[src/pkg/txpmk_regs.svh]
/*
 * Named constants of the transmitter power-mode and keying control:
 * clock rate, settling times, divider and synthesizer ratios.
 * Assumes the core clock is the crystal oscillator clock at 200 MHz.
 */
`ifndef TXPMK_REGS_SVH
`define TXPMK_REGS_SVH

// core clock period in ns (200 MHz)
`define TXPMK_CLK_PERIOD_NS 5
// typical lock time of oscillator and synthesizer, in ms
`define TXPMK_LOCK_TIME_MS 1
// least wait before the controller may use the clock or the amplifier, in ms
`define TXPMK_GUARD_TIME_MS 4
// longest times round down to whole cycles
`define TXPMK_LOCK_CYCLES (`TXPMK_LOCK_TIME_MS * 1000000 / `TXPMK_CLK_PERIOD_NS)
`define TXPMK_GUARD_CYCLES (`TXPMK_GUARD_TIME_MS * 1000000 / `TXPMK_CLK_PERIOD_NS)
// width of the settling counter, holds the guard count
`define TXPMK_CNT_W 20
// clock output divides the crystal clock by this
`define TXPMK_CLK_DIV 4
`define TXPMK_DIV_W 2
// carrier to reference multiplication
`define TXPMK_VCO_RATIO 7'h40
`define TXPMK_RATIO_W 7
`define TXPMK_RATIO_OFF 7'h00
// shortest bit times at the highest keying rates, in core cycles
`define TXPMK_ASK_BIT_CYCLES (1000000000 / (`TXPMK_CLK_PERIOD_NS * 50000))
`define TXPMK_FSK_BIT_CYCLES (1000000000 / (`TXPMK_CLK_PERIOD_NS * 32000))

`endif

[src/pkg/txpmk_pkg.sv]
/*
 * Types of the transmitter power-mode and keying control.
 * Assumes txpmk_regs.svh is on the include path.
 */
`include "txpmk_regs.svh"

package txpmk_pkg;

    typedef enum logic [1:0] {
        TXPMK_STANDBY  = 2'b00,
        TXPMK_STARTUP  = 2'b01,
        TXPMK_READY    = 2'b10,
        TXPMK_TRANSMIT = 2'b11
    } txpmk_state_t;

    // level pins from the controller
    typedef struct packed {
        logic chip_enable;
        logic amplifier_on;
        logic pull_closed;
    } txpmk_pins_t;

    // power domains that are switched
    typedef struct packed {
        logic crystal_oscillator;
        logic synth;
        logic clk_drv;
        logic amp;
    } txpmk_pwr_t;

    typedef struct packed {
        logic [`TXPMK_DIV_W-1:0] cnt;
        logic clk_out;
    } txpmk_div_state_t;

    typedef struct packed {
        txpmk_state_t state;
        logic [`TXPMK_CNT_W-1:0] cnt;
        txpmk_pins_t sync1;
        txpmk_pins_t sync2;
        txpmk_pwr_t pwr;
        logic locked;
        logic guard_done;
        logic early_key;
        logic freq_low;
        logic [`TXPMK_RATIO_W-1:0] ratio;
    } txpmk_state_reg_t;

endpackage : txpmk_pkg

[src/logic/txpmk_clkdiv.sv]
/*
 * Divider for the clock output returned to the controller.
 * Assumes run_i comes from a flop on the same clock.
 */
`timescale 1ns/1ps
`default_nettype none
`include "txpmk_regs.svh"

module txpmk_clkdiv (
    input wire logic core_clk_i, // crystal clock
    input wire logic reset_i,    // async reset, active high
    input wire logic run_i,      // oscillator running
    output logic clk_div_o       // crystal clock divided by four
);

    txpmk_pkg::txpmk_div_state_t r;
    txpmk_pkg::txpmk_div_state_t next_r;

    always_comb begin
        next_r = r;
        if (run_i) begin
            next_r.cnt = r.cnt + 1'b1;
            next_r.clk_out = r.cnt[`TXPMK_DIV_W-1];
        end else begin
            next_r.cnt = '0;
            next_r.clk_out = 1'b0;
        end
    end

    always_ff @(posedge core_clk_i or posedge reset_i) begin
        if (reset_i) begin
            r <= '0;
        end else begin
            r <= next_r;
        end
    end

    assign clk_div_o = r.clk_out;

endmodule // txpmk_clkdiv

`default_nettype wire

[src/logic/txpmk_ctrl.sv]
/*
 * Power-mode and keying control of a crystal-referenced transmitter.
 * Assumes the core clock is the crystal oscillator clock and that the
 * enable, amplifier and pulling-switch levels arrive asynchronously.
 */
`timescale 1ns/1ps
`default_nettype none
`include "txpmk_regs.svh"

// Notes on behaviour
// clock output runs at a quarter of crystal frequency while oscillator runs.
// synthesizer locks carrier to sixty-four times the crystal frequency.
// both enables low puts everything off in standby.
// chip enable high starts oscillator, synthesizer and clock driver.
// chip enable alone runs oscillator, synthesizer and clock, no transmit.
// both enables high run all blocks including the amplifier.
// amplifier follows the amplifier enable level, giving amplitude keying.
// oscillator and synthesizer lock within one millisecond of enable.
// controller waits four milliseconds before using clock or amplifier.
// amplitude keying holds amplifier low during wait, then toggles it.
// ending transmission drops amplifier, restores controller clock, drops enable.
// frequency keying sets amplifier high then toggles the pulling switch.
// closed pulling switch gives a lower transmit frequency.
// frequency keying end drops amplifier and clock before chip enable.
// symbol rate stays within 50 kBaud amplitude, 32 kBaud frequency keying.
// controller switches to the clock output only after the wait.
// controller never enables amplifier early and aborts keying without enable.
module txpmk_ctrl #(
    parameter logic [`TXPMK_CNT_W-1:0] LOCK_CYCLES = `TXPMK_CNT_W'(`TXPMK_LOCK_CYCLES),
    parameter logic [`TXPMK_CNT_W-1:0] GUARD_CYCLES = `TXPMK_CNT_W'(`TXPMK_GUARD_CYCLES)
) (
    input wire logic core_clk_i,                   // crystal clock
    input wire logic reset_i,                      // async reset, active high
    input wire txpmk_pkg::txpmk_pins_t pins_i,     // enable, amplifier and switch levels
    output txpmk_pkg::txpmk_pwr_t pwr_o,           // power domain states
    output logic clk_out_o,                        // divided clock to the controller
    output logic locked_o,                         // synthesizer locked
    output logic guard_done_o,                     // settling wait elapsed
    output logic early_key_o,                      // amplifier raised before the wait ended
    output logic freq_low_o,                       // carrier pulled to the lower frequency
    output logic [`TXPMK_RATIO_W-1:0] ratio_o,     // carrier to reference ratio
    output txpmk_pkg::txpmk_state_t state_o        // power mode
);

    txpmk_pkg::txpmk_state_reg_t r;
    txpmk_pkg::txpmk_state_reg_t next_r;
    logic ce;
    logic amp;
    logic sw;

    assign ce = r.sync2.chip_enable;
    assign amp = r.sync2.amplifier_on;
    assign sw = r.sync2.pull_closed;

    always_comb begin
        next_r = r;
        next_r.sync1 = pins_i;
        next_r.sync2 = r.sync1;
        if (!ce) begin
            // standby all off
            next_r.state = txpmk_pkg::TXPMK_STANDBY;
            next_r.cnt = '0;
            next_r.locked = 1'b0;
            next_r.guard_done = 1'b0;
            next_r.early_key = 1'b0;
        end else begin
            if (r.cnt != GUARD_CYCLES) begin
                next_r.cnt = r.cnt + 1'b1;
            end
            // lock time
            if (r.cnt == LOCK_CYCLES - 1'b1) begin
                next_r.locked = 1'b1;
            end
            if (r.cnt == GUARD_CYCLES - 1'b1) begin
                next_r.guard_done = 1'b1;
            end
            // amplifier raised early is flagged, standby clear wins
            if (amp && !r.guard_done) begin
                next_r.early_key = 1'b1;
            end
            case (r.state)
                txpmk_pkg::TXPMK_STANDBY: begin
                    next_r.state = txpmk_pkg::TXPMK_STARTUP;
                end
                txpmk_pkg::TXPMK_STARTUP: begin
                    if (amp) begin
                        next_r.state = txpmk_pkg::TXPMK_TRANSMIT;
                    end else if (r.locked) begin
                        next_r.state = txpmk_pkg::TXPMK_READY;
                    end
                end
                txpmk_pkg::TXPMK_READY: begin
                    if (amp) begin
                        next_r.state = txpmk_pkg::TXPMK_TRANSMIT;
                    end
                end
                txpmk_pkg::TXPMK_TRANSMIT: begin
                    if (!amp) begin
                        next_r.state = r.locked ? txpmk_pkg::TXPMK_READY : txpmk_pkg::TXPMK_STARTUP;
                    end
                end
                default: begin
                    next_r.state = txpmk_pkg::TXPMK_STANDBY;
                end
            endcase
        end
        // enable runs oscillator, synthesizer, clock driver
        next_r.pwr.crystal_oscillator = ce;
        next_r.pwr.synth = ce;
        next_r.pwr.clk_drv = ce;
        // amplifier follows its enable while chip enabled
        next_r.pwr.amp = ce && amp;
        // fixed multiple of the reference
        next_r.ratio = ce ? `TXPMK_VCO_RATIO : `TXPMK_RATIO_OFF;
        // closed switch lowers the reference
        next_r.freq_low = ce && sw;
    end

    always_ff @(posedge core_clk_i or posedge reset_i) begin
        if (reset_i) begin
            r <= '0;
        end else begin
            r <= next_r;
        end
    end

    // quarter rate clock
    txpmk_clkdiv txpmk_clkdiv_i (
        .core_clk_i(core_clk_i),
        .reset_i(reset_i),
        .run_i(r.pwr.crystal_oscillator),
        .clk_div_o(clk_out_o)
    );

    assign pwr_o = r.pwr;
    assign locked_o = r.locked;
    assign guard_done_o = r.guard_done;
    assign early_key_o = r.early_key;
    assign freq_low_o = r.freq_low;
    assign ratio_o = r.ratio;
    assign state_o = r.state;
endmodule // txpmk_ctrl

`default_nettype wire

[config.mk]
export PLATFORM = sky130hd
export DESIGN_NAME = txpmk_ctrl
export DESIGN_NICKNAME = d
export VERILOG_FILES = /design/src/pkg/txpmk_pkg.sv /design/src/logic/txpmk_clkdiv.sv /design/src/logic/txpmk_ctrl.sv
export VERILOG_INCLUDE_DIRS = /design/src /design/src/pkg
export SDC_FILE = /design/constraint.sdc
export NUM_CORES = 1
export LEC_CHECK = 0
export BUFFER_PORTS_ARGS = -buffer_cell sky130_fd_sc_hd__buf_2
export CORE_MARGIN = 1.5
export CORE_UTILIZATION = 35
export CTS_CLUSTER_DIAMETER = 120
export DETAILED_ROUTE_END_ITERATION = 10
export PLACE_DENSITY = 0.57
export SYNTH_ARGS = -nofsm -noshare
export SYNTH_HDL_FRONTEND = slang
export SYNTH_SLANG_ARGS = --single-unit
[constraint.sdc]
create_clock -name core_clk_i -period 2.08 [get_ports core_clk_i]
set_input_delay 0.104 -clock core_clk_i [delete_from_list [all_inputs] [get_ports core_clk_i]]
set_output_delay 0.104 -clock core_clk_i [all_outputs]
set_load 0.01 [all_outputs]
# After elaboration in Yosys (flattened, before gate mapping)
# Index checks and enable logic that the tools add are counted.
totals:
  ff_bits: 44
  out_inout_bits: 18
  word_cells: 52
op_classes:
  n_addsub: 2
  n_eq_ne: 13
  muxes: 14
  reduce_logical: 6
op_table:
  columns: ["operator", "n"]
  rows:
  - ["$mux 22", 1]
  - ["$add 20x1->20 const B", 1]
  - ["$eq 20x18->1 const B", 1]
  - ["$eq 20x20->1 const B", 1]
  - ["$mux 20", 1]
  - ["$ne 20x20->1 const B", 1]
  - ["$mux 2", 5]
  - ["$ne 2x1->1 const B", 4]
  - ["$pmux 2 s4", 1]
  - ["$mux 7", 1]
  - ["$mux 3", 2]
  - ["$ne 3x3->1 const B", 2]
  - ["$eq 2x2->1 const B", 2]
  - ["$ne 4x4->1 const B", 1]
  - ["$logic_and 1x1->1", 3]
  - ["$mux 1", 3]
  - ["$reduce_and 3->1", 1]
  - ["$add 2x1->2 const B", 1]
  - ["$eq 2x1->1 const B", 1]
  - ["$logic_not 2->1", 1]
  - ["$logic_not 1->1", 1]

# Depth between registers and ports, before layout
# Gate-level depths: netlist of the first run.
logic_depth:
  depth_word: 4
  mapped_depth: 5
  ltp_nobuf: 5

# Hierarchy
# From an unflattened synthesis of the first run, not the netlist that was laid out.
hier_totals:
  cells_unflattened: 166
  area_unflattened_um2: 1769.2
by_module_without_submodules:
  columns: ["module", "instances", "cells_per_inst", "area_per_inst_um2"]
  rows:
  - ["txpmk_ctrl", 1, 158, 1660.3]
  - ["txpmk_clkdiv", 1, 8, 108.9]

# Least setup slack after synthesis of the first run
# Ideal clock, no wire load.
synth_path:
  kind: "reg-to-reg"
  from: "register r[22] (netlist name)"
  to: "register r[39] (netlist name)"
  arrival_time_ns: 1.353
  required_time_ns: 1.957
  setup_slack_ns: 0.604
  path_stages_with_launch: 6
  n_path_buf: 0
  period_less_slack_ns: 1.476
  path_cell_list: "dfrtp_1 > ha_1 > nand3_2 > nor4_2 > nand3_1 > mux2i_1"
synth_between:
  elab_chain_cells: 3
  elab_cells_between_ends: 5
synth_lines:
  columns: ["element", "line_no", "source"]
  rows:
  - ["start, declared", "txpmk_ctrl.sv:45", "txpmk_pkg::txpmk_state_reg_t r;"]
  - ["start signal, assigned", "txpmk_ctrl.sv:123", "r <= next_r;"]
  - ["$add 20x1->20", "txpmk_ctrl.sv:68", "next_r.cnt = r.cnt + 1'b1;"]
  - ["$mux 20", "txpmk_ctrl.sv:67", "if (r.cnt != GUARD_CYCLES) begin"]
  - ["$mux 22", "txpmk_ctrl.sv:59", "if (!ce) begin"]
# Several ways; a longest one is shown, not always the timed one. The select of a mux whose other input is x is not followed.
# A chain may end at the register's enable or synchronous reset.

# Worst setup path after layout of the first run
# Ends and elaborated chain as after synthesis.

==> results of run 1 <==
==> power breakdown <==
group	leakage [nW]	switching, W	internal [W]	total [W]
registers	0.489	0.0000197	0.000742	0.000762
clock network	0.0439	0.000255	0.000231	0.000485
logic	0.383	0.0000546	0.0000382	0.0000927
==> Yosys cell counts (all sizes together) <==
cell,instances
nor4,7
o21ai,1
or2b,1
clkinv,1
nor3b,1
mux2i,6
nand3,8
or2,1
a21oi,2
ha,2
a41oi,2
nand2,12
dfrtp,37
nand4,6
nor2b,1
and4,1
nor4b,1
conb,1
o221ai,1
xnor2,10
and2,4
nand4b,1
nand3b,1
buf,16
nor2,22
nor3,5
inv,6
xor2,5
clkbuf,1
and3,1
nand2b,4
==> cells by family (layout without fill, tap and decap cells) <==
| logic type | Yosys count | after routing | share of synthesized area |
|---|---|---|---|
| other | 1 | 6 | 0.002084 |
| XOR/XNOR | 15 | 15 | 0.07301 |
| multiplexers | 6 | 6 | 0.03338 |
| AO/OA/AOI/OAI | 6 | 6 | 0.02295 |
| buffers and inverters | 24 | 38 | 0.08414 |
| adder cells (fa/ha/maj) | 2 | 2 | 0.01391 |
| flip-flops | 37 | 37 | 0.5146 |
| AND/OR/NAND/NOR | 77 | 77 | 0.2559 |
==> final cells by class <==
| type | count | area [um^2] | share of cell area |
|---|---|---|---|
| sequential | 37 | 925.9 | 0.4588 |
| multi-input combinational | 112 | 740.7 | 0.3670 |
| timing repair buffer | 23 | 155.1 | 0.07688 |
| tap | 67 | 83.83 | 0.04154 |
| clock buffer | 5 | 68.82 | 0.03410 |
| inverter | 7 | 26.28 | 0.01302 |
| clock inverter | 3 | 17.52 | 0.008679 |
==> registers in the layout, summed over array words and instances (netlist names) <==
signal / count
r: 20
next_r: 3
state_o: 2
txpmk_clkdiv_i.r: 2
amp: 1
ce: 1
early_key_o: 1
freq_low_o: 1
guard_done_o: 1
locked_o: 1
pwr_o: 1
ratio_o: 1
sw: 1
txpmk_clkdiv_i.clk_div_o: 1
==> metal layers <==
| metal | global-route usage | wire, um | part of all wire |
|---|---|---|---|
| met3 | 0.04819 | 135 | 0.041 |
| met1 | 0.1821 | 1427 | 0.43 |
| met4 | 0.07879 | 85 | 0.026 |
| met5 | 0 | 0 | 0 |
| met2 | 0.2302 | 1638 | 0.50 |
==> stage by stage <==
stage / total power (W) / cell area (um^2)
2_1_floorplan: 0.0008463 / 1818
3_3_place_gp: 0.0008588 / 1892
3_5_place_dp: 0.0008636 / 1892
4_1_cts: 0.001361 / 2018
5_1_grt: 0.001404 / 2018
6_report: 0.001340 / 2018
==> worst min path at each step <==
| stage | start | end | cells past startpoint |
|---|---|---|---|
| 6_report | next_r[15]$_DFF_PP0_ | sw$_DFF_PP0_ | 0 |
| 5_1_grt | next_r[15]$_DFF_PP0_ | sw$_DFF_PP0_ | 0 |
| 4_1_cts | next_r[15]$_DFF_PP0_ | sw$_DFF_PP0_ | 0 |
| 3_5_place_dp | pins_i[2] | next_r[17]$_DFF_PP0_ | 1 |
| 3_3_place_gp | reset_i | pwr_o[0]$_DFF_PP0_ | 2 |
| 2_1_floorplan | pins_i[0] | next_r[15]$_DFF_PP0_ | 0 |
==> metrics.txt, run 1 <==
status completed; setup_tns 0 ns; worst setup margin 0.3659 ns; Avg Cell Area, Syn 10.71 um^2; die width 74.70 um; Clock Path Buffers 2; CP startpoint kind flip-flop; CTS sink count 37; global route overflow 0; Place WS 0.3697 ns; slew of the pin with the lowest slew margin 0.6337 ns; CTS tree built; clk_skew 0.005312 ns; H-tree levels 2; Critical path origin r[22]$_DFFE_PP0P_; Leakage 0.9150 nW; clock root buffer clkbuf_8; GRT Total Usage 0.1474; # IOs 23; drt pass-1 iters 4; crit-path leading delay family simple AND/OR/NAND/NOR gates; Area growth syn-to-layout 12.17%; hold buffer count at CTS 4; critical path capture point type flip-flop; Tcrit/Tclk final 0.8241; CP peak stage delay 0.44 ns; initial antenna violation count 0; Setup Buffers After CTS 0; number of vias per cell 4.736; post-synthesis sequential area ratio 0.5146; Tightest Hold Check Type flip-flop to flip-flop; Initial Util 0.3711; die area 5580 um^2; flop2flop setup slack 0.37 ns; top cell type's share of synthesized area 0.5146; synthesized area 1799 um^2; DP Wirelength 2.325 mm; top area cells in the synthesized netlist dfrtp_1, buf_4, xnor2_1; final wirelength 3.286 mm; share of layout cells above drive strength 1 0.2032; DRC errors left 0; crit path to r[39]$_DFFE_PP0P_; Max Clk Rate 583.4 MHz; Post-Layout Cell Count 254; GP Congestion 0.8073; power per cell area 664.0 nW/um^2; critical path class flip-flop to flip-flop; max-slew violation count 0; 1st-iter DRT viols 75; crit-path cells ha_1 > nand3_2 > nor4_2 > nand3_1 > mux2i_1; largest net degree at the start of global routing 23; RSZ-0062 raised after global routing false; Hold Slack 0.3572 ns; vias in the first global route 1200; FILL cells 476; Slew headroom 0.5771; Slowest-stage cell, CP dfrtp_1; Worst R2R End r[39]$_DFFE_PP0P_; via count 1203; R2R cell count 5; Synth cell types 38; Clock Pin Slew Worst Setup and Hold Paths 0.07 ns; max-cap violation count 0; CP Depth 5; post-synthesis register bit count 37; placed cell count 242; Critical Path AT 1.89 ns; Tmin final 1.714 ns; Final Net Count 193; row cnt 25; Final Util 0.4163; clk_lat worst skew 0.29 ns; Crit path required time 2.26 ns; buffers added on ports 16; Gate Count Post-Synth 168; commonest non-fill, non-tap cells in the layout dfrtp_1, nor2_1, buf_2, nand2_1, xnor2_1; core area 4848 um^2; post-synth top area cell dfrtp_1; global-route wire length before repair 5.851 mm; Hold Vio Cnt, Final 0; critical path fanouts, max 7; Post-CTS Resized 0; DR WL/cell 12.94 um; Bufs and invs on worst path 0; antenna diode count 0; post-route ant nets 0; worst IR drop on VDD 0.0004333 V; most common cell after layout, fill and taps aside dfrtp_1; CTS Buf Count 5; RR Startpoint r[22]$_DFFE_PP0P_; Synth warnings 0; endpoints failing setup 0; Die H 74.70 um
Note: power is estimated with default switching activity, not from simulation.
==> run 2: changes to the inputs <==
==> constraint.sdc (replaced) <==
create_clock -name core_clk_i -period 1.6 [get_ports core_clk_i]
set_input_delay 0.08 -clock core_clk_i [delete_from_list [all_inputs] [get_ports core_clk_i]]
set_output_delay 0.08 -clock core_clk_i [all_outputs]
set_load 0.01 [all_outputs]
==> run 2 against run 1 <==
Compared with the run above:
- critical path depth increased by 1
- sequential power increased by 30%
- combinational power increased by 34%
- die area unchanged
- via count increased by 4.2%
- sequential share of layout area decreased by 3.2 points
- first-iteration DRC count decreased by 31%
- fmax increased by 10%
- sequential cell count unchanged
- global-route usage decreased by 0.45 points
- largest cell class unchanged
==> metrics.txt, run 2 (synthesized netlist as in run 1, its figures left out) <==
GP Congestion 0.8295 (+2.7%); Area growth syn-to-layout 21.21%; endpoints failing setup 0 (unchanged); Biggest register r; GRT Total Usage 0.1429 (-0.004454); clock root buffer clkbuf_8; # IOs 23 (unchanged); hold path start next_r[17]$_DFF_PP0_; Tmin final 1.555 ns (-0.1586 ns); share of layout cells above drive strength 1 0.2864 (+0.08322); DRC errors left 0 (unchanged); max-slew violation count 0 (unchanged); vias in the first global route 1222 (+1.8%); global-route wire length before repair 5.802 mm (-0.84%); Bufs and invs on worst path 2 (+2); RSZ-0062 raised after global routing true; CP startpoint kind flip-flop; initial antenna violation count 0 (unchanged); largest net degree at the start of global routing 23 (unchanged); flop2flop setup slack 0.04 ns (-0.32 ns); crit-path leading delay family simple AND/OR/NAND/NOR gates; final wirelength 3.475 mm (+5.8%); 1st-iter DRT viols 52 (-31%); Max Clk Rate 642.9 MHz (+10%); Slowest-stage cell, CP dfrtp_1; status completed; critical path class flip-flop to flip-flop; dpl cell area 1939 um^2 (+2.5%); Critical Path AT 1.77 ns (-0.12 ns); Post-Layout Cell Count 266 (+4.7%); number of vias per cell 4.714 (-0.46%); H-tree levels 2 (unchanged); via count 1254 (+4.2%); Hold Vio Cnt, Final 0 (unchanged); global route overflow 0 (unchanged); Tightest Hold Check Type flip-flop to flip-flop; R2R cell count 6 (+1); core area 4848 um^2 (unchanged); Clock Pin Slew Worst Setup and Hold Paths 0.08 ns (about the same); clk_skew 0.007320 ns (+0.002008 ns); Tcrit/Tclk final 0.9721 (+0.1481); CP peak stage delay 0.40 ns (-0.04 ns); worst IR drop on VDD 0.0005618 V (+30%); max-cap violation count 0 (unchanged); crit-path cells buf_4 > inv_1 > ha_1 > nand4_1 > nor4_4 > mux2i_1; critical path fanouts, max 5 (-2); setup_tns 0 ns (unchanged); CTS tree built; max reg flops 20 (unchanged); Clock Path Buffers 2 (unchanged); Final Util 0.4498 (+0.03355); buffers added on ports 16 (unchanged); most common cell after layout, fill and taps aside dfrtp_1; Die H 74.70 um (unchanged); antenna diode count 0 (unchanged); Crit path required time 1.81 ns (-0.45 ns); Hold Path End ce$_DFF_PP0_; Leakage 1.004 nW (+9.7%); drt pass-1 iters 4 (unchanged); post-route ant nets 0 (unchanged); DP Wirelength 2.415 mm (+3.9%); CTS sink count 37 (unchanged); power per cell area 900.9 nW/um^2 (+36%); die area 5580 um^2 (unchanged); die width 74.70 um (unchanged); DR WL/cell 13.06 um (+0.98%); hold depth 0 (unchanged); critical path capture point type flip-flop; row cnt 25 (unchanged); CTS Buf Count 5 (unchanged); Final Instance Area 2181 um^2 (+8.1%); Worst R2R End r[22]$_DFFE_PP0P_; Pwr Total 0.001965 W (+47%); Initial Util 0.3711 (unchanged); placed cell count 250 (+3.3%); commonest non-fill, non-tap cells in the layout dfrtp_1, nor2_1, buf_2, buf_4, nand2_1; clk_lat worst skew 0.29 ns (about the same); Final Net Count 205 (+6.2%); RR Startpoint r[21]$_DFFE_PP0P_
## run 2: changes by cell type in the layout (fill, tap and decap cells not counted), moves of 2 or more
| cell | before | now |
|---|---|---|
| dfrtp_2 | 0 | 3 |
| nor3_1 | 5 | 3 |
| clkinv_2 | 2 | 0 |
| buf_4 | 2 | 15 |
| nor3_2 | 0 | 2 |
| dfrtp_1 | 37 | 34 |
| nor4_4 | 1 | 3 |
## run 2: timing repair
action	4_1_cts	5_1_grt
endpoints found under the setup margin	2	8
resized for setup	4	6
pin swaps	1	2
buffers inserted	0	4
hold buffers	4	0
hold endpoints to repair	40	0
## run 2: metrics by stage
| step | setup WS (ns) | hold WS (ns) |
|---|---|---|
| after floorplan | 0.1245 | 0.1114 |
| after global placement | -0.02297 | 0.1037 |
| after detailed placement | -0.06043 | 0.1190 |
| after CTS | 0.0001249 | 0.3594 |
| after global routing | -0.09521 | 0.3628 |
| final | 0.04458 | 0.3512 |
## run 2: area by class of cell
cell class,instances,area [um^2]
inverters,7,26.28
well taps,67,83.83
clock inverters,2,37.54
repair buffers,35,232.7
fillers,475,2668
clock buffers,6,82.58
multi-input cells,112,788.3
flip-flops and latches,37,929.6
## run 2: where the power goes
group / switching [W] / internal, W / leakage [nW]
sequential: 0.0000274 / 0.000964 / 0.483
clock: 0.000342 / 0.000507 / 0.0574
combinational: 0.0000702 / 0.0000540 / 0.463
total: 0.000439 / 0.00153 / 1.00
## run 2: worst register-to-register path: stages (launching register included)
cell	delay [ns]
dfrtp_1	0.40
buf_4	0.16
inv_1	0.08
ha_1	0.16
nand4_1	0.19
nor4_4	0.26
mux2i_1	0.23
## run 2: metal layers
| metal | vias up | global-route usage | wire length (um) |
|---|---|---|---|
| li1 | 606 | - | - |
| met1 | 618 | 0.1661 | 1569 |
| met2 | 24 | 0.2450 | 1719 |
| met3 | 6 | 0.04016 | 112 |
| met4 | 0 | 0.06667 | 73 |
| met5 | - | 0 | 0 |
## run 2: how the worst max path moves through the flow
stage                            startpoint                end  slack, ns  cells past startpoint
after global placement    r[36]$_DFFE_PP0P_  r[22]$_DFFE_PP0P_      -0.02                      4
final                     r[21]$_DFFE_PP0P_  r[22]$_DFFE_PP0P_       0.04                      6
after CTS                 r[36]$_DFFE_PP0P_  r[22]$_DFFE_PP0P_     0.0001                      4
after detailed placement  r[36]$_DFFE_PP0P_  r[22]$_DFFE_PP0P_      -0.06                      4
after floorplan           r[22]$_DFFE_PP0P_  r[39]$_DFFE_PP0P_       0.12                      5
after global routing      r[36]$_DFFE_PP0P_  r[22]$_DFFE_PP0P_       -0.1                      4
